==> config.mk <==
export PLATFORM = sky130hd
export DESIGN_NAME = reset_source_capture
export DESIGN_NICKNAME = d
export VERILOG_FILES = /design/src/hw/reset_cause_pkg.sv /design/src/hw/reset_source_capture.sv
export VERILOG_INCLUDE_DIRS = /design/src /design/src/hw
export SDC_FILE = /design/constraint.sdc
export NUM_CORES = 1
export LEC_CHECK = 0
export BUFFER_PORTS_ARGS = -buffer_cell sky130_fd_sc_hd__buf_2
export CAP_MARGIN = 20
export CORE_MARGIN = 1
export CORE_UTILIZATION = 63
export CTS_CLUSTER_SIZE = 40
export DETAILED_ROUTE_END_ITERATION = 10
export PLACE_DENSITY = 0.84
export SETUP_SLACK_MARGIN = 0.02
export SLEW_MARGIN = 20
export SYNTH_ARGS = -nofsm -noshare
export SYNTH_HDL_FRONTEND = slang
export SYNTH_SLANG_ARGS = --single-unit
==> constraint.sdc <==
create_clock -name sys_clk_i -period 4.9 [get_ports sys_clk_i]
set_clock_uncertainty 0.05 [all_clocks]
set_input_delay 0.49 -clock sys_clk_i [delete_from_list [all_inputs] [get_ports sys_clk_i]]
set_output_delay 0.49 -clock sys_clk_i [all_outputs]
set_load 0.02 [all_outputs]
==> src/hw/reset_cause_regs.svh <==
// Offsets, field positions, reset values and timing counts of the reset
// cause capture block. Included by the design; definitions only.
`ifndef RESET_CAUSE_REGS_SVH
`define RESET_CAUSE_REGS_SVH

// Register word addresses on the plain register port
`define WATCHDOG_SERVICE_ADDR 16'hffff
`define RESET_CAUSE_ADDR 16'hfe01
`define CONFIG_ONE_ADDR 16'hfe02
`define IRQ_ENABLE_ADDR 16'hfe03
`define IRQ_CLEAR_ADDR 16'hfe04
`define IRQ_STATUS_ADDR 16'hfe05

// Reset cause register bit positions
`define CAUSE_POWER_ON 7
`define CAUSE_PIN 6
`define CAUSE_WATCHDOG 5
`define CAUSE_ILLEGAL_OPCODE 4
`define CAUSE_ILLEGAL_ADDRESS 3
`define CAUSE_LOW_SUPPLY 1
`define CAUSE_POWER_ON_VALUE 8'h80

// Config register one: stop enable bit, reset value
`define CONFIG_STOP_ENABLE 0
`define CONFIG_ONE_RESET 8'h00

// Timing in oscillator clock cycles
`define STAB_CYCLES 4096
`define PIN_RELEASE_CYCLES 32
`define CPU_RELEASE_CYCLES 64
`define PIN_SAMPLE_CYCLES 32
`define COUNT_W 13

`endif

==> src/hw/reset_cause_pkg.sv <==
// Types shared by the reset cause capture block.
// Assumes the constants header is included by the design file.
package reset_cause_pkg;
  typedef enum logic [2:0] {
    ST_RUN,
    ST_SUPPLY_LOW,
    ST_STABILIZE,
    ST_PIN_LOW,
    ST_HOLD_CPU
  } seq_state_t;
endpackage

==> src/hw/reset_source_capture.sv <==
// Reset source detection, pin/CPU release sequencing and cause flags.
// Assumes one 100 MHz clock, oscillator enable pulses from a divider, and
// the open-drain reset pin resolved outside this module.
//
// The address-and-strobe port is this design's own decision.
`include "reset_cause_regs.svh"

module reset_source_capture #(
  parameter int WDOG_W = 18,
  parameter int STAB_CYCLES = `STAB_CYCLES
) (
  input wire logic sys_clk_i,
  input wire logic resetn_i,
  input wire logic osc_en_i,
  input wire logic supply_low_i,
  input wire logic opcode_fetch_i,
  input wire logic opcode_illegal_i,
  input wire logic opcode_stop_i,
  input wire logic addr_unmapped_i,
  input wire logic reset_pin_i,
  input wire logic [15:0] reg_addr_i,
  input wire logic [7:0] reg_wdata_i,
  input wire logic reg_write_i,
  input wire logic reg_read_i,
  output logic [7:0] reg_rdata_o,
  output logic reset_pin_o,
  output logic reset_pin_oe_o,
  output logic clocks_stopped_o,
  output logic cpu_reset_o,
  output logic irq_o
);

  ////////////////////////////////////////////////////////////////////////
  // Helper functions

  // Strobe aimed at one register word; shared by every strobe decoder below, not the read data case
  function automatic logic reg_hit(
    input logic strobe,
    input logic [15:0] addr,
    input logic [15:0] target
  );
    return strobe && (addr == target);
  endfunction

  // Terminal count of an oscillator-paced counter; the limit is a count,
  // so the last pulse is the one seen while the counter reads limit - 1
  function automatic logic count_done(
    input logic [`COUNT_W-1:0] cnt,
    input logic [`COUNT_W-1:0] limit
  );
    return cnt == (limit - 1'b1);
  endfunction

  ////////////////////////////////////////////////////////////////////////
  // Input synchronisers: three stages, change taken when 2 and 3 agree

  // Supply level and reset pin come from outside this clock domain. Three
  // stages give the first one a full cycle to settle; requiring stages two
  // and three to agree also rejects a single-cycle glitch on either input.
  // The pin chain resets high, the idle level of the pulled-up pin, so no
  // false low is seen right after reset.
  logic [2:0] supply_sync_q;
  logic [2:0] pin_sync_q;
  logic supply_low_q;
  logic pin_level_q;

  always_ff @(posedge sys_clk_i or negedge resetn_i) begin
    if (!resetn_i) begin
      supply_sync_q <= 3'h0;
      pin_sync_q <= 3'h7;
    end else begin
      supply_sync_q <= {supply_sync_q[1:0], supply_low_i};
      pin_sync_q <= {pin_sync_q[1:0], reset_pin_i};
    end
  end

  // Latency from a pin change to the filtered level is four clocks, far
  // shorter than any count the sequencer makes, so nothing budgets for it.
  // Filtered levels only move when the last two stages agree
  always_ff @(posedge sys_clk_i or negedge resetn_i) begin
    if (!resetn_i) begin
      supply_low_q <= 1'b0;
      pin_level_q <= 1'b1;
    end else begin
      if (supply_sync_q[2] == supply_sync_q[1]) begin
        supply_low_q <= supply_sync_q[2];
      end
      if (pin_sync_q[2] == pin_sync_q[1]) begin
        pin_level_q <= pin_sync_q[2];
      end
    end
  end

  ////////////////////////////////////////////////////////////////////////
  // Register decode

  logic [7:0] config_q;
  logic wdog_service;
  logic cause_read;

  // Any data value services the watchdog; only the address matters
  assign wdog_service = reg_hit(reg_write_i, reg_addr_i, `WATCHDOG_SERVICE_ADDR);
  // Writes to the cause word fall through every decoder and are lost
  assign cause_read = reg_hit(reg_read_i, reg_addr_i, `RESET_CAUSE_ADDR);

  // Config register one; survives internal resets, set by bus only
  // Only the stop enable bit is used here; the rest of the byte is kept so
  // software reads back what it wrote.
  always_ff @(posedge sys_clk_i or negedge resetn_i) begin
    if (!resetn_i) begin
      config_q <= `CONFIG_ONE_RESET;
    end else if (reg_hit(reg_write_i, reg_addr_i, `CONFIG_ONE_ADDR)) begin
      config_q <= reg_wdata_i;
    end
  end

  ////////////////////////////////////////////////////////////////////////
  // Internal reset sources

  logic [WDOG_W-1:0] wdog_cnt_q;
  logic wdog_ovf;
  logic illegal_opcode_flag_event;
  logic illegal_address_flag_event;
  logic in_reset;
  logic sequencing;

  assign wdog_ovf = osc_en_i && (&wdog_cnt_q);
  // Triggers are blocked while a sequence runs: the CPU is not fetching
  // then, and a stray qualifier must not extend or restart the hold.
  // Stop is illegal only while stop enable is clear
  assign illegal_opcode_flag_event = opcode_fetch_i && !in_reset && (opcode_illegal_i ||
    (opcode_stop_i && !config_q[`CONFIG_STOP_ENABLE]));
  // Only opcode fetches qualify; data strays to unmapped space are harmless
  assign illegal_address_flag_event = opcode_fetch_i && addr_unmapped_i && !in_reset;

  // The watchdog width sets its timeout: 2**WDOG_W oscillator pulses after
  // the last service. Holding it clear during a sequence means software
  // gets a full period after the CPU is released.
  // Watchdog counts oscillator cycles, held clear while in reset
  always_ff @(posedge sys_clk_i or negedge resetn_i) begin
    if (!resetn_i) begin
      wdog_cnt_q <= '0;
    end else if (wdog_service || in_reset) begin
      wdog_cnt_q <= '0;
    end else if (osc_en_i) begin
      wdog_cnt_q <= wdog_cnt_q + 1'b1;
    end
  end

  ////////////////////////////////////////////////////////////////////////
  // Reset sequencer

  reset_cause_pkg::seq_state_t state_q;
  logic [`COUNT_W-1:0] cnt_q;
  logic pin_sample_pending_q;
  logic [5:0] sample_cnt_q;
  logic internal_trigger;

  assign internal_trigger = wdog_ovf || illegal_opcode_flag_event || illegal_address_flag_event;
  assign in_reset = (state_q != reset_cause_pkg::ST_RUN);
  assign sequencing = in_reset;

  // Timeline of one sequence, in oscillator pulses:
  //   supply low : pin and clocks held until the filtered level clears
  //   stabilise  : STAB_CYCLES pulses, pin low, clocks still stopped
  //   pin low    : 32 pulses, clocks running, pin still pulled
  //   hold cpu   : 32 more pulses with the pin released, CPU still reset
  // Internal sources enter at pin low and skip the first two steps.
  // A supply drop at any point restarts from the top, since the earlier
  // count was made on a supply that could not be trusted.
  // Power-up enters stabilisation like a power-on reset would
  always_ff @(posedge sys_clk_i or negedge resetn_i) begin
    if (!resetn_i) begin
      state_q <= reset_cause_pkg::ST_STABILIZE;
      cnt_q <= '0;
    end else if (supply_low_q) begin
      state_q <= reset_cause_pkg::ST_SUPPLY_LOW;
      cnt_q <= '0;
    end else begin
      unique case (state_q)
        // Normal running; any internal source starts the short sequence
        reset_cause_pkg::ST_RUN: begin
          if (internal_trigger) begin
            state_q <= reset_cause_pkg::ST_PIN_LOW;
            cnt_q <= '0;
          end
        end
        // Supply has recovered once the priority branch above lets go
        reset_cause_pkg::ST_SUPPLY_LOW: begin
          state_q <= reset_cause_pkg::ST_STABILIZE;
          cnt_q <= '0;
        end
        // Oscillator settling with clocks stopped and the pin pulled
        reset_cause_pkg::ST_STABILIZE: begin
          if (osc_en_i) begin
            if (count_done(cnt_q, `COUNT_W'(STAB_CYCLES))) begin
              state_q <= reset_cause_pkg::ST_PIN_LOW;
              cnt_q <= '0;
            end else begin
              cnt_q <= cnt_q + 1'b1;
            end
          end
        end
        // Pin pulled so that other chips on the line see the reset
        reset_cause_pkg::ST_PIN_LOW: begin
          if (osc_en_i) begin
            if (count_done(cnt_q, `COUNT_W'(`PIN_RELEASE_CYCLES))) begin
              state_q <= reset_cause_pkg::ST_HOLD_CPU;
              cnt_q <= '0;
            end else begin
              cnt_q <= cnt_q + 1'b1;
            end
          end
        end
        // Hold counts the gap between pin release and CPU release, the
        // difference of the two release counts
        reset_cause_pkg::ST_HOLD_CPU: begin
          if (osc_en_i) begin
            if (count_done(cnt_q, `COUNT_W'(`CPU_RELEASE_CYCLES - `PIN_RELEASE_CYCLES))) begin
              state_q <= reset_cause_pkg::ST_RUN;
              cnt_q <= '0;
            end else begin
              cnt_q <= cnt_q + 1'b1;
            end
          end
        end
      endcase
    end
  end

  ////////////////////////////////////////////////////////////////////////
  // Pin, clock and CPU outputs, all registered

  // Outputs are decoded from the state register one cycle late; the
  // internal trigger is ORed in so the pin and CPU respond on the same edge
  // as the state change rather than one later.
  always_ff @(posedge sys_clk_i or negedge resetn_i) begin
    if (!resetn_i) begin
      // Reset holds everything: pin pulled, clocks stopped, CPU held
      reset_pin_o <= 1'b0;
      reset_pin_oe_o <= 1'b1;
      clocks_stopped_o <= 1'b1;
      cpu_reset_o <= 1'b1;
    end else begin
      reset_pin_o <= 1'b0; // Open drain: only ever drives low
      reset_pin_oe_o <= (state_q == reset_cause_pkg::ST_SUPPLY_LOW) ||
        (state_q == reset_cause_pkg::ST_STABILIZE) ||
        (state_q == reset_cause_pkg::ST_PIN_LOW) || internal_trigger;
      clocks_stopped_o <= (state_q == reset_cause_pkg::ST_SUPPLY_LOW) ||
        (state_q == reset_cause_pkg::ST_STABILIZE);
      cpu_reset_o <= sequencing || internal_trigger;
    end
  end

  // Pin sample timer: armed at release, looks 32 oscillator cycles later
  // The timer is re-armed for as long as the pin-low step lasts; the wait
  // falls inside the hold step, where triggers are blocked and cannot restart it.
  always_ff @(posedge sys_clk_i or negedge resetn_i) begin
    if (!resetn_i) begin
      pin_sample_pending_q <= 1'b0;
      sample_cnt_q <= '0;
    end else if (state_q == reset_cause_pkg::ST_PIN_LOW) begin
      pin_sample_pending_q <= 1'b1;
      sample_cnt_q <= '0;
    end else if (pin_sample_pending_q && osc_en_i) begin
      if (count_done(`COUNT_W'(sample_cnt_q), `COUNT_W'(`PIN_SAMPLE_CYCLES))) begin
        pin_sample_pending_q <= 1'b0;
      end
      sample_cnt_q <= sample_cnt_q + 1'b1;
    end
  end

  logic pin_event;
  assign pin_event = pin_sample_pending_q && osc_en_i && !pin_level_q &&
    count_done(`COUNT_W'(sample_cnt_q), `COUNT_W'(`PIN_SAMPLE_CYCLES));

  ////////////////////////////////////////////////////////////////////////
  // Reset cause register: sticky, cleared only by its own read

  // Bit map: 7 power-on, 6 pin held low by others, 5 watchdog,
  // 4 illegal opcode, 3 illegal address, 1 low supply; 2 and 0 read as 0.
  // The power-on bit is only ever set by the asynchronous reset, so a
  // read after power-up leaves it clear for good.
  logic [7:0] cause_q;
  logic [7:0] cause_set;

  // Low supply keeps setting its flag while the filtered level is low, so a
  // read during a long brown-out still reports it.
  always_comb begin
    cause_set = 8'h00;
    cause_set[`CAUSE_WATCHDOG] = wdog_ovf;
    cause_set[`CAUSE_ILLEGAL_OPCODE] = illegal_opcode_flag_event;
    cause_set[`CAUSE_ILLEGAL_ADDRESS] = illegal_address_flag_event;
    cause_set[`CAUSE_LOW_SUPPLY] = supply_low_q;
    cause_set[`CAUSE_PIN] = pin_event;
  end

  // A read clears the flags on the edge that latches the read data, so the
  // value returned is exactly the set that was cleared.
  // Set beats clear so an event in the read cycle is not lost
  always_ff @(posedge sys_clk_i or negedge resetn_i) begin
    if (!resetn_i) begin
      cause_q <= `CAUSE_POWER_ON_VALUE;
    end else if (cause_read) begin
      cause_q <= cause_set;
    end else begin
      cause_q <= cause_q | cause_set;
    end
  end

  ////////////////////////////////////////////////////////////////////////
  // Interrupt status, enable and write-one clear

  // Status bits follow the cause events but are cleared by writing ones to
  // the clear word, so software can acknowledge the interrupt and leave the
  // cause record untouched. The output is registered and so lags the
  // status by one cycle.
  logic [7:0] irq_status_q;
  logic [7:0] irq_enable_q;
  logic [7:0] irq_clear;

  assign irq_clear = reg_hit(reg_write_i, reg_addr_i, `IRQ_CLEAR_ADDR) ? reg_wdata_i : 8'h00;

  always_ff @(posedge sys_clk_i or negedge resetn_i) begin
    if (!resetn_i) begin
      irq_status_q <= 8'h00;
      irq_enable_q <= 8'h00;
      irq_o <= 1'b0;
    end else begin
      irq_status_q <= (irq_status_q & ~irq_clear) | cause_set;
      // Enable is a plain read/write mask of the status layout
      if (reg_hit(reg_write_i, reg_addr_i, `IRQ_ENABLE_ADDR)) begin
        irq_enable_q <= reg_wdata_i;
      end
      irq_o <= |(irq_status_q & irq_enable_q);
    end
  end

  ////////////////////////////////////////////////////////////////////////
  // Read data, one cycle after the strobe; unmapped reads return zero
  // Returning zero outside the read cycle keeps the bus free of stale data
  // and makes a late sample read as zero rather than as an old value.

  always_ff @(posedge sys_clk_i or negedge resetn_i) begin
    if (!resetn_i) begin
      reg_rdata_o <= 8'h00;
    end else if (reg_read_i) begin
      unique case (reg_addr_i)
        `RESET_CAUSE_ADDR: reg_rdata_o <= cause_q;
        `CONFIG_ONE_ADDR: reg_rdata_o <= config_q;
        `IRQ_ENABLE_ADDR: reg_rdata_o <= irq_enable_q;
        `IRQ_STATUS_ADDR: reg_rdata_o <= irq_status_q;
        default: reg_rdata_o <= 8'h00;
      endcase
    end else begin
      reg_rdata_o <= 8'h00;
    end
  end

endmodule

==> out/metrics.yaml, run 1 <==
criticalPathCategory: "reg2reg"
root_buffer: "clkbuf_8"
tritoncts: "yes"
synthArstFlopShare: 1.000
pin_count_of_the_biggest_net_entering_global_routing: 59
synth_flop_cell: "dfrtp_1"
dieArea_um2: 7260
synth-edff-count: 0
synthCells: 399
route.vias.total: 3274
run_status: "finished, violations left"
drive_above_1_share: 0.2383
crit_end_element: "flip-flop"
syn-cell-area_um2: 4362
synthMostInstantiatedCell: "dfrtp_1"
core.rowCount: 29
dp_hpwl_um: 6195
ys_top_cells_by_area: "dfrtp_1 (47%), mux2_4 (5.5%), dfstp_2 (5.4%)"
initial_antenna_violation_count: 0
postPlaceCellArea_um2: 4623
chipHeight_um: 85.21
cp-start-kind: "flip-flop"
syn_area_per_cell_um2: 10.93
max-vdd-ir-drop_v: 0.0002168
grt_remaining_overflow: 0
shortest_clock_period_the_worst_path_allows_after_layout_ps: 3005
synth_top_area_frac: 0.4705
detail_route.drc_violations: 0
area.growth.synth_to_final_pct: 10.96
synth_seq_cells: 91
timing.setup.tns_ps: 0
max-clock-path-buffers: 2
failing_checks: "hold timing"
cap_viol_max_count: 0
worst-path-max-fanout: 12
grt_pass1_wl_um: 14900
mappedNetlistNets: 437
synth_area_leader_cell: "dfrtp_1"
synth.distinct_cells: 58
dieWidth_um: 85.21
cts_hold_buffers: 0
drtAntennaViolNets: 0
first_global_vias: 3208
grt_setup_unrepaired: "no"
hold_viol: 4
powerDensity_nw_per_um2: 368.7
fmax_ghz: 0.3327
timing.critical_path.arrival_ps: 3220
critical_path_required_ps: 5110
pin_count: 48
setup-violations-final: 0
grtUsageTotal: 0.2665
routedWlPerCell_um: 16.79
drt-total-wl_um: 8832
clkTransAtPathRegs_ps: 100
relSlewSlack: 0.3529
number_of_design_rule_violations_left_by_the_first_detailed_router_iteration: 221
h-tree-depth: 3
cts.repair_timing.setup_buffer_count: 0
report.final.slew_viol_count: 0
tightestPinTransition_ps: 970.7
clk_latency_ps: 360
cts-buffers-inserted: 9
antenna-diode-count: 0
final_net_count: 482
core_um2: 6531
synth_commonest_cells: "dfrtp_1 (82), nor2_1 (44), nand2_1 (39)"
synth_seq_area_share: 0.5247
hold-worst-slack_ps: -3.951
placer_congestion_estimate: 0.9099
post_cts_resize_count: 0
i_o_buffers: 46
final_area_um2: 4840
start_util: 0.6678
finalCritPeriodShare: 0.6133
synth_warnings: 0
cts.sinks: 91
drt_pass1_iterations: 5
vias_per_cell: 6.224
hp-class: "in2async"
leakage_nw: 2.195
total_power_mw: 1.785
==> per-layer routing <==
layer  vias up  wire length [um]  part of all wire  track usage
met5         -                 0                 0            0
met1      1614              3801              0.43       0.3357
met2       109              4405              0.50       0.4465
met4         0               176             0.020       0.1032
met3        17               448             0.051      0.06518
li1       1534                 -                 -            -
==> power by group <==
group	internal, mW	total, mW	switching (mW)
combinational	0.130	0.361	0.231
sequential	0.819	0.886	0.0674
clock	0.249	0.537	0.288
total	1.20	1.78	0.587
==> worst paths after layout <==
kind / startpoint / to / slack (ps) / depth (start not counted)
min in group sys_clk_i: reset_pin_i / pin_sync_q[0] / 170 / 1
setup / recovery: cnt_q[0] / cnt_q[8] / 1890 / 7
hold / removal: resetn_i / irq_status_q[2] / -4 / 1
setup reg to reg: cnt_q[0] / cnt_q[8] / 1890 / 7
max in group asynchronous: resetn_i / cnt_q[2] / 3750 / 2
hold reg to reg: supply_sync_q[0] / supply_sync_q[1] / 310 / 0
==> flip-flops by register name, indices dropped and copies added, names as in the netlist <==
name,cells
wdog_cnt_q,18
cnt_q,13
config_q,8
irq_enable_q,8
irq_status_q,8
reg_rdata_o,8
cause_q,6
sample_cnt_q,6
pin_sync_q,3
state_q,3
supply_sync_q,3
clocks_stopped_o,1
cpu_reset_o,1
irq_o,1
pin_level_q,1
pin_sample_pending_q,1
reset_pin_oe_o,1
supply_low_q,1
==> cells by family (layout without fill, tap and decap cells) <==
logic type / after synthesis / count (layout) / synth area share
mux: 26 / 26 / 0.08032
flops: 91 / 91 / 0.5247
simple gates: 163 / 163 / 0.1976
buf+inv: 20 / 70 / 0.02409
other cells: 1 / 1 / 0.0008598
xor+xnor: 22 / 22 / 0.04418
fa+ha+maj: 5 / 5 / 0.01320
compound gates: 71 / 71 / 0.1150
==> metrics by stage <==
step | setup WS [ps] | cells | utilization
final | 1895 | 526 | 0.7410
after global routing | 1603 | 526 | 0.7410
after CTS | 1919 | 526 | 0.7410
after detailed placement | 1920 | 510 | 0.7079
after global placement | 1976 | 510 | 0.7079
after floorplan | 2284 | 399 | -
==> worst max-delay path: stages (launching register included) <==
cell and delay (ps):
dfrtp_1 410, ha_1 230, and3_1 260, nand4_1 100, a31oi_1 200, a21oi_1 820
nand3_1 490, o31ai_1 350
==> layout make-up <==
cell class                      instances  area (um^2)
Multi-Input combinational cell        288         1968
Timing Repair Buffer                   48        247.7
Inverter                                6        22.52
Tap cell                               77        96.34
Sequential cell                        91         2288
Clock inverter                          7        92.59
Clock buffer                            9        123.9
Fill cell                             447         1692
==> placed cells by master (no fill, tap or decap), drive strengths merged, types with 7 or more instances in the layout <==
cell | netlist | layout
a21oi | 10 | 10
xnor2 | 7 | 7
nand2 | 39 | 39
nand3 | 18 | 18
mux2 | 24 | 24
dfrtp | 82 | 82
dfstp | 9 | 9
clkbuf | 9 | 9
buf | 5 | 48
a22oi | 8 | 8
nand4 | 14 | 14
nor2 | 44 | 44
nor2b | 9 | 9
o21ai | 15 | 15
xor2 | 15 | 15
inv | 6 | 9
a21o | 7 | 7
(Power assumes the default switching activity.)
==> run 2, diff against run 1 <==
--- a/config.mk
+++ b/config.mk
@@ -9,10 +9,10 @@
 export BUFFER_PORTS_ARGS = -buffer_cell sky130_fd_sc_hd__buf_2
 export CAP_MARGIN = 20
 export CORE_MARGIN = 1
-export CORE_UTILIZATION = 63
+export CORE_UTILIZATION = 53
 export CTS_CLUSTER_SIZE = 40
 export DETAILED_ROUTE_END_ITERATION = 10
-export PLACE_DENSITY = 0.84
+export PLACE_DENSITY = 0.75
 export SETUP_SLACK_MARGIN = 0.02
 export SLEW_MARGIN = 20
 export SYNTH_ARGS = -nofsm -noshare
==> constraint.sdc (replaced) <==
create_clock -name sys_clk_i -period 2.55 [get_ports sys_clk_i]
set_clock_uncertainty 0.05 [all_clocks]
set_input_delay 0.255 -clock sys_clk_i [delete_from_list [all_inputs] [get_ports sys_clk_i]]
set_output_delay 0.255 -clock sys_clk_i [all_outputs]
set_load 0.02 [all_outputs]
==> run 2 against run 1 <==
Compared with the run above:
- the run now ends clean
- routed wire length increased by 1.3%
- utilization decreased by 10 points
- register-to-register slack got worse by 1600 ps
- die area increased by 18%
- sequential power increased by 90%
- flip-flop and latch count unchanged
- worst setup slack got worse by 1600 ps
- via count increased by 0.12%
- highest routed layer unchanged
==> out/metrics.yaml, run 2 (synthesis gave the netlist of run 1 again) <==
combPwrFrac: 0.236  # was 0.203
cp-start-kind: "flip-flop"  # unchanged
holdCritStartpoint: "reg_wdata_i[0]"
timing.setup.tns_ps: 0  # unchanged
setup-violations-final: 0  # unchanged
cts-buffers-inserted: 9  # unchanged
grtUsageTotal: 0.2259  # was 0.2665
drt-total-wl_um: 8947  # was 8832 um
final_net_count: 500  # was 482
i_o_buffers: 46  # unchanged
route.vias.total: 3278  # was 3274
relSlewSlack: 0.5312  # was 0.3529
drt_pass1_iterations: 7  # was 5
max_flop_register: "wdog_cnt_q"  # unchanged
grt_remaining_overflow: 0  # unchanged
core.rowCount: 32  # was 29
number_of_design_rule_violations_left_by_the_first_detailed_router_iteration: 221  # unchanged
mostFrequentLayoutCells: "dfrtp_1 (82), buf_2 (45), nor2_1 (44)"  # unchanged
grt_pass1_wl_um: 15280  # was 14900 um
antenna-diode-count: 0  # unchanged
crit_start: "wdog_cnt_q[0]"  # was cnt_q[0]
fmax_ghz: 0.4400  # was 0.3327 GHz
hp-class: "in2reg"  # was in2async
hold_viol: 0  # was 4
pin_count: 48  # unchanged
dp_hpwl_um: 6342  # was 6195 um
max-vdd-ir-drop_v: 0.0003668  # was 0.0002168 V
routedWlPerCell_um: 15.72  # was 16.79 um
core_um2: 7848  # was 6531 um^2
first_global_vias: 3304  # was 3208
shortest_clock_period_the_worst_path_allows_after_layout_ps: 2273  # was 3005 ps
tightestPinTransition_ps: 697.8  # was 970.7 ps
tritoncts: "yes"  # unchanged
intPower_mw: 2.244  # was 1.198 mW
placer_congestion_estimate: 0.8803  # was 0.9099
dieWidth_um: 92.72  # was 85.21 um
crit_end_element: "flip-flop"  # unchanged
drtAntennaViolNets: 0  # unchanged
finalCritPeriodShare: 0.8914  # was 0.6133
dieArea_um2: 8596  # was 7260 um^2
area.growth.synth_to_final_pct: 14.66  # was 10.96%
cts.sinks: 91  # unchanged
start_util: 0.5558  # was 0.6678
seq_power_share: 0.504  # was 0.497
powerDensity_nw_per_um2: 668.7  # was 368.7 nW/um^2
critical_path_required_ps: 2740  # was 5110 ps
netSwitchingPower_mw: 1.100  # was 0.5867 mW
criticalPathCategory: "reg2reg"  # unchanged
final_common_cell: "dfrtp_1"  # unchanged
max-clock-path-buffers: 2  # unchanged
h-tree-depth: 3  # unchanged
timing.critical_path.arrival_ps: 2470  # was 3220 ps
detail_route.drc_violations: 0  # unchanged
clk_latency_ps: 360  # about the same
final_core_util: 0.6373  # was 0.7410
largest_reg_flops: 18  # unchanged
cap_viol_max_count: 0  # unchanged
drive_above_1_share: 0.2612  # was 0.2383
run_status: "finished clean"  # was finished, violations left
pin_count_of_the_biggest_net_entering_global_routing: 49  # was 59
largest_registers: "wdog_cnt_q (18), cnt_q (13)"  # unchanged
relative_contribution_of_the_clock_network_to_total_power: 0.261  # was 0.301
rr_startpoint: "wdog_cnt_q[0]"  # was cnt_q[0]
leakage_nw: 2.266  # was 2.195 nW
report.final.slew_viol_count: 0  # unchanged
grt_setup_unrepaired: "no"  # unchanged
vias_per_cell: 5.761  # was 6.224
chipHeight_um: 92.72  # was 85.21 um
initial_antenna_violation_count: 0  # unchanged
worst-path-max-fanout: 4  # was 12
clkTransAtPathRegs_ps: 90  # was 100 ps
root_buffer: "clkbuf_8"  # unchanged
power_switching_share: 0.3290  # was 0.3288
-- run 2: cell count changes in the layout (fill, tap and decap cells not counted), sizes merged --
cell         delta
clkbuf          +2
clkinvlp        +1
bufinv          -1
dlygate4sd3     +3
buf            +15
inv             -2
-- run 2: final timing paths --
path                               endpoint  slack [ps]  depth (start not counted)
setup reg to reg                 state_q[0]         280                          8
max in group asynchronous     pin_sync_q[2]        1370                          3
hold reg to reg            supply_sync_q[1]         300                          0
hold / removal              irq_status_q[0]          50                          2
min in group asynchronous       config_q[2]         380                          2
setup / recovery                 state_q[0]         280                          8
-- run 2: critical path, cell delays in order, from the launching register on --
cell and delay (ps):
dfrtp_1 400, ha_1 180, nand4_1 170, nor4_1 310
buf_4 170, and4bb_2 260, nor2_1 60, or4_1 420
a2bb2oi_1 150
-- run 2: final cells by class --
cell class | instances | area (um^2)
Clock buffer | 11 | 131.4
Clock inverter | 5 | 38.79
Fill cell | 651 | 2846
Inverter | 6 | 22.52
Multi-Input combinational cell | 288 | 1977
Sequential cell | 91 | 2288
Tap cell | 102 | 127.6
Timing Repair Buffer | 66 | 415.4
-- run 2: timing repair --
action | CTS | global route
endpoints found under the setup margin | 0 | 9
hold buffers | 3 | 0
hold endpoints to repair | 42 | 0
resized for setup | 0 | 2
buffers inserted | 0 | 0
-- run 2: power groups by stage --
stage | clock (mW) | sequential (mW) | combinational [mW]
floorplan | 0 | 1.67 | 0.509
global placement | 0 | 1.71 | 0.755
detailed placement | 0 | 1.71 | 0.769
CTS | 0.888 | 1.68 | 0.777
global route | 0.949 | 1.70 | 0.872
finish | 0.872 | 1.68 | 0.788
-- run 2: metrics by stage --
| stage | worst slack [ps] | instances | total power [mW] | cell area [um^2] | hold WS (ps) |
|---|---|---|---|---|---|
| 4_1_cts | 67.70 | 569 | 3.346 | 4992 | 33.96 |
| 3_5_place_dp | 108.6 | 550 | 2.478 | 4792 | 238.8 |
| 6_report | 277.0 | 569 | 3.344 | 5001 | 45.82 |
| 5_1_grt | 30.00 | 569 | 3.523 | 5001 | 31.52 |
| 2_1_floorplan | 169.1 | 399 | 2.182 | 4362 | -90.59 |
| 3_3_place_gp | 83.13 | 550 | 2.460 | 4792 | 234.1 |
-- run 2: metal layers --
| metal | vias up | track usage | routed length (um) |
|---|---|---|---|
| li1 | 1566 | - | - |
| met1 | 1595 | 0.2933 | 4005 |
| met2 | 96 | 0.3648 | 4299 |
| met3 | 21 | 0.05008 | 398 |
| met4 | 0 | 0.09872 | 244 |
| met5 | - | 0 | 0 |
==> run 3, diff against run 2 <==
--- a/config.mk
+++ b/config.mk
@@ -12,7 +12,7 @@
 export CORE_UTILIZATION = 53
 export CTS_CLUSTER_SIZE = 40
 export DETAILED_ROUTE_END_ITERATION = 10
-export PLACE_DENSITY = 0.75
+export PLACE_DENSITY = 0.85
 export SETUP_SLACK_MARGIN = 0.02
 export SLEW_MARGIN = 20
 export SYNTH_ARGS = -nofsm -noshare
==> run 3 against run 2 <==
Compared with the run above:
- hold slack got worse by 8.4 ps
- die area did not move
- maximum frequency fell by 2.5%
- design area rose by 0.55%
- clock power rose by 14%
- register-to-register slack got worse by 60 ps
- first-iteration DRC count rose by 0.90%
- total power rose by 4.1%
- routed wire length rose by 6.8%
- clock-buffer cell count did not move
- global-route usage rose by 2.0 points
- utilization rose by 0.35 points
- critical endpoint unchanged
==> out/metrics.yaml, run 3 (synthesis gave the netlist of run 1 again) <==
cts.sinks: 91  # unchanged
drt_pass1_iterations: 6  # was 7
dp_hpwl_um: 6967  # was 6342 um
report.final.slew_viol_count: 0  # unchanged
pin_count: 48  # unchanged
critical-path-slowest-cell: "or4_1"  # unchanged
dieArea_um2: 8596  # unchanged
antenna-diode-count: 0  # unchanged
detail_route.drc_violations: 0  # unchanged
grt_pass1_wl_um: 16350  # was 15280 um
chipHeight_um: 92.72  # unchanged
cp-start-kind: "flip-flop"  # unchanged
run_status: "finished clean"  # unchanged
clk_latency_ps: 370  # was 360 ps
slowest_delay_ps: 410  # was 420 ps
timing.final.ws_setup_ps: 218.7  # was 277.0 ps
root_buffer: "clkbuf_8"  # unchanged
finalCritPeriodShare: 0.9142  # was 0.8914
path_cells: "ha_1, nand4_1, nor4_1, buf_4, and4bb_2, nor2_1, or4_1, a2bb2oi_1"  # unchanged
grt_remaining_overflow: 0  # unchanged
core_um2: 7848  # unchanged
cap_viol_max_count: 0  # unchanged
route.vias.total: 3358  # was 3278
criticalPathCategory: "reg2reg"  # unchanged
fmax_ghz: 0.4289  # was 0.4400 GHz
powerDensity_nw_per_um2: 692.2  # was 668.7 nW/um^2
max-vdd-ir-drop_v: 0.0003440  # was 0.0003668 V
largest_reg_flops: 18  # unchanged
area.growth.synth_to_final_pct: 15.29  # was 14.66%
timing.critical_path.arrival_ps: 2530  # was 2470 ps
max_flop_register: "wdog_cnt_q"  # unchanged
leakage_nw: 2.281  # was 2.266 nW
vias_per_cell: 5.902  # was 5.761
grt_setup_unrepaired: "no"  # unchanged
cts-buffers-inserted: 9  # unchanged
start_util: 0.5558  # unchanged
dieWidth_um: 92.72  # unchanged
max-clock-path-buffers: 2  # unchanged
critical_path_required_ps: 2750  # was 2740 ps
relSlewSlack: 0.5304  # was 0.5312
place_worst_setup_slack_ps: 34.69  # was 108.6 ps
final_net_count: 500  # unchanged
worst-path-max-fanout: 4  # unchanged
clkTransAtPathRegs_ps: 90  # about the same
crit_end_element: "flip-flop"  # unchanged
drive_above_1_share: 0.2612  # unchanged
final_common_cell: "dfrtp_1"  # unchanged
first_global_vias: 3470  # was 3304
tightestPinTransition_ps: 699.1  # was 697.8 ps
shortest_clock_period_the_worst_path_allows_after_layout_ps: 2331  # was 2273 ps
placer_congestion_estimate: 0.9359  # was 0.8803
hp-class: "in2reg"  # unchanged
hold_viol: 0  # unchanged
timing.setup.tns_ps: 0  # unchanged
i_o_buffers: 46  # unchanged
tritoncts: "yes"  # unchanged
setup-violations-final: 0  # unchanged
number_of_design_rule_violations_left_by_the_first_detailed_router_iteration: 223  # was 221
initial_antenna_violation_count: 0  # unchanged
mostFrequentLayoutCells: "dfrtp_1 (82), buf_2 (45), nor2_1 (44)"  # unchanged
routedWlPerCell_um: 16.79  # was 15.72 um
core.rowCount: 32  # unchanged
hold-worst-slack_ps: 37.42  # was 45.82 ps
h-tree-depth: 3  # unchanged
largest_registers: "wdog_cnt_q (18), cnt_q (13)"  # unchanged
grtUsageTotal: 0.2460  # was 0.2259
pin_count_of_the_biggest_net_entering_global_routing: 47  # was 49
drt-total-wl_um: 9553  # was 8947 um
drtAntennaViolNets: 0  # unchanged
run 3: changes by cell type in the layout (fill, tap and decap cells not counted), sizes merged:
cell	previous run	this run
bufinv	0	1
clkinv	3	2
run 3: what timing repair did:
item                                    in CTS  in global routing
resized for setup                            0                  1
endpoints found under the hold margin       42                  0
hold buffers                                 3                  0
endpoints found under the setup margin       0                  6
buffers inserted                             0                  0
run 3: worst paths after layout:
path | start | cells past startpoint | slack (ps) | to
min in group asynchronous | resetn_i | 2 | 370 | config_q[4]
hold reg to reg | supply_sync_q[0] | 0 | 300 | supply_sync_q[1]
setup / recovery | wdog_cnt_q[0] | 8 | 220 | state_q[0]
setup reg to reg | wdog_cnt_q[0] | 8 | 220 | state_q[0]
max in group asynchronous | resetn_i | 3 | 1380 | cpu_reset_o
hold / removal | reg_wdata_i[0] | 2 | 40 | irq_status_q[0]
run 3: where the power goes:
part	internal (mW)	switching (mW)	leakage [nW]
clock	0.484	0.507	0.0999
sequential	1.57	0.121	1.19
combinational	0.311	0.485	0.989
run 3: worst max-delay path, delay by kind of cell, from the launching register on:
family,cells,cell delay [ps]
simple gates,5,1260
fa+ha+maj,1,200
buf+inv,1,170
compound gates,1,140
flops,1,400
run 3: layout make-up:
cell class / instances / area, um^2
inverter: 6 / 22.52
sequential: 91 / 2288
clock buffer: 11 / 141.4
tap: 102 / 127.6
timing repair buffer: 66 / 415.4
multi-input combinational: 288 / 1973
clock inverter: 5 / 60.06
fill: 611 / 2819
run 3: metal layers:
| layer | share of wire | GRT usage | vias up |
|---|---|---|---|
| met3 | 0.054 | 0.06979 | 24 |
| met5 | 0 | 0 | - |
| met4 | 0.023 | 0.08077 | 0 |
| li1 | - | - | 1566 |
| met2 | 0.52 | 0.4333 | 100 |
| met1 | 0.40 | 0.2887 | 1668 |
run 3: through the flow:
step	cell area (um^2)	total power [mW]	std cells	utilization
2_1_floorplan	4362	2.182	399	-
3_3_place_gp	4792	2.446	550	0.6107
3_5_place_dp	4792	2.495	550	0.6107
4_1_cts	5024	3.480	569	0.6401
5_1_grt	5029	3.656	569	0.6408
6_report	5029	3.481	569	0.6408
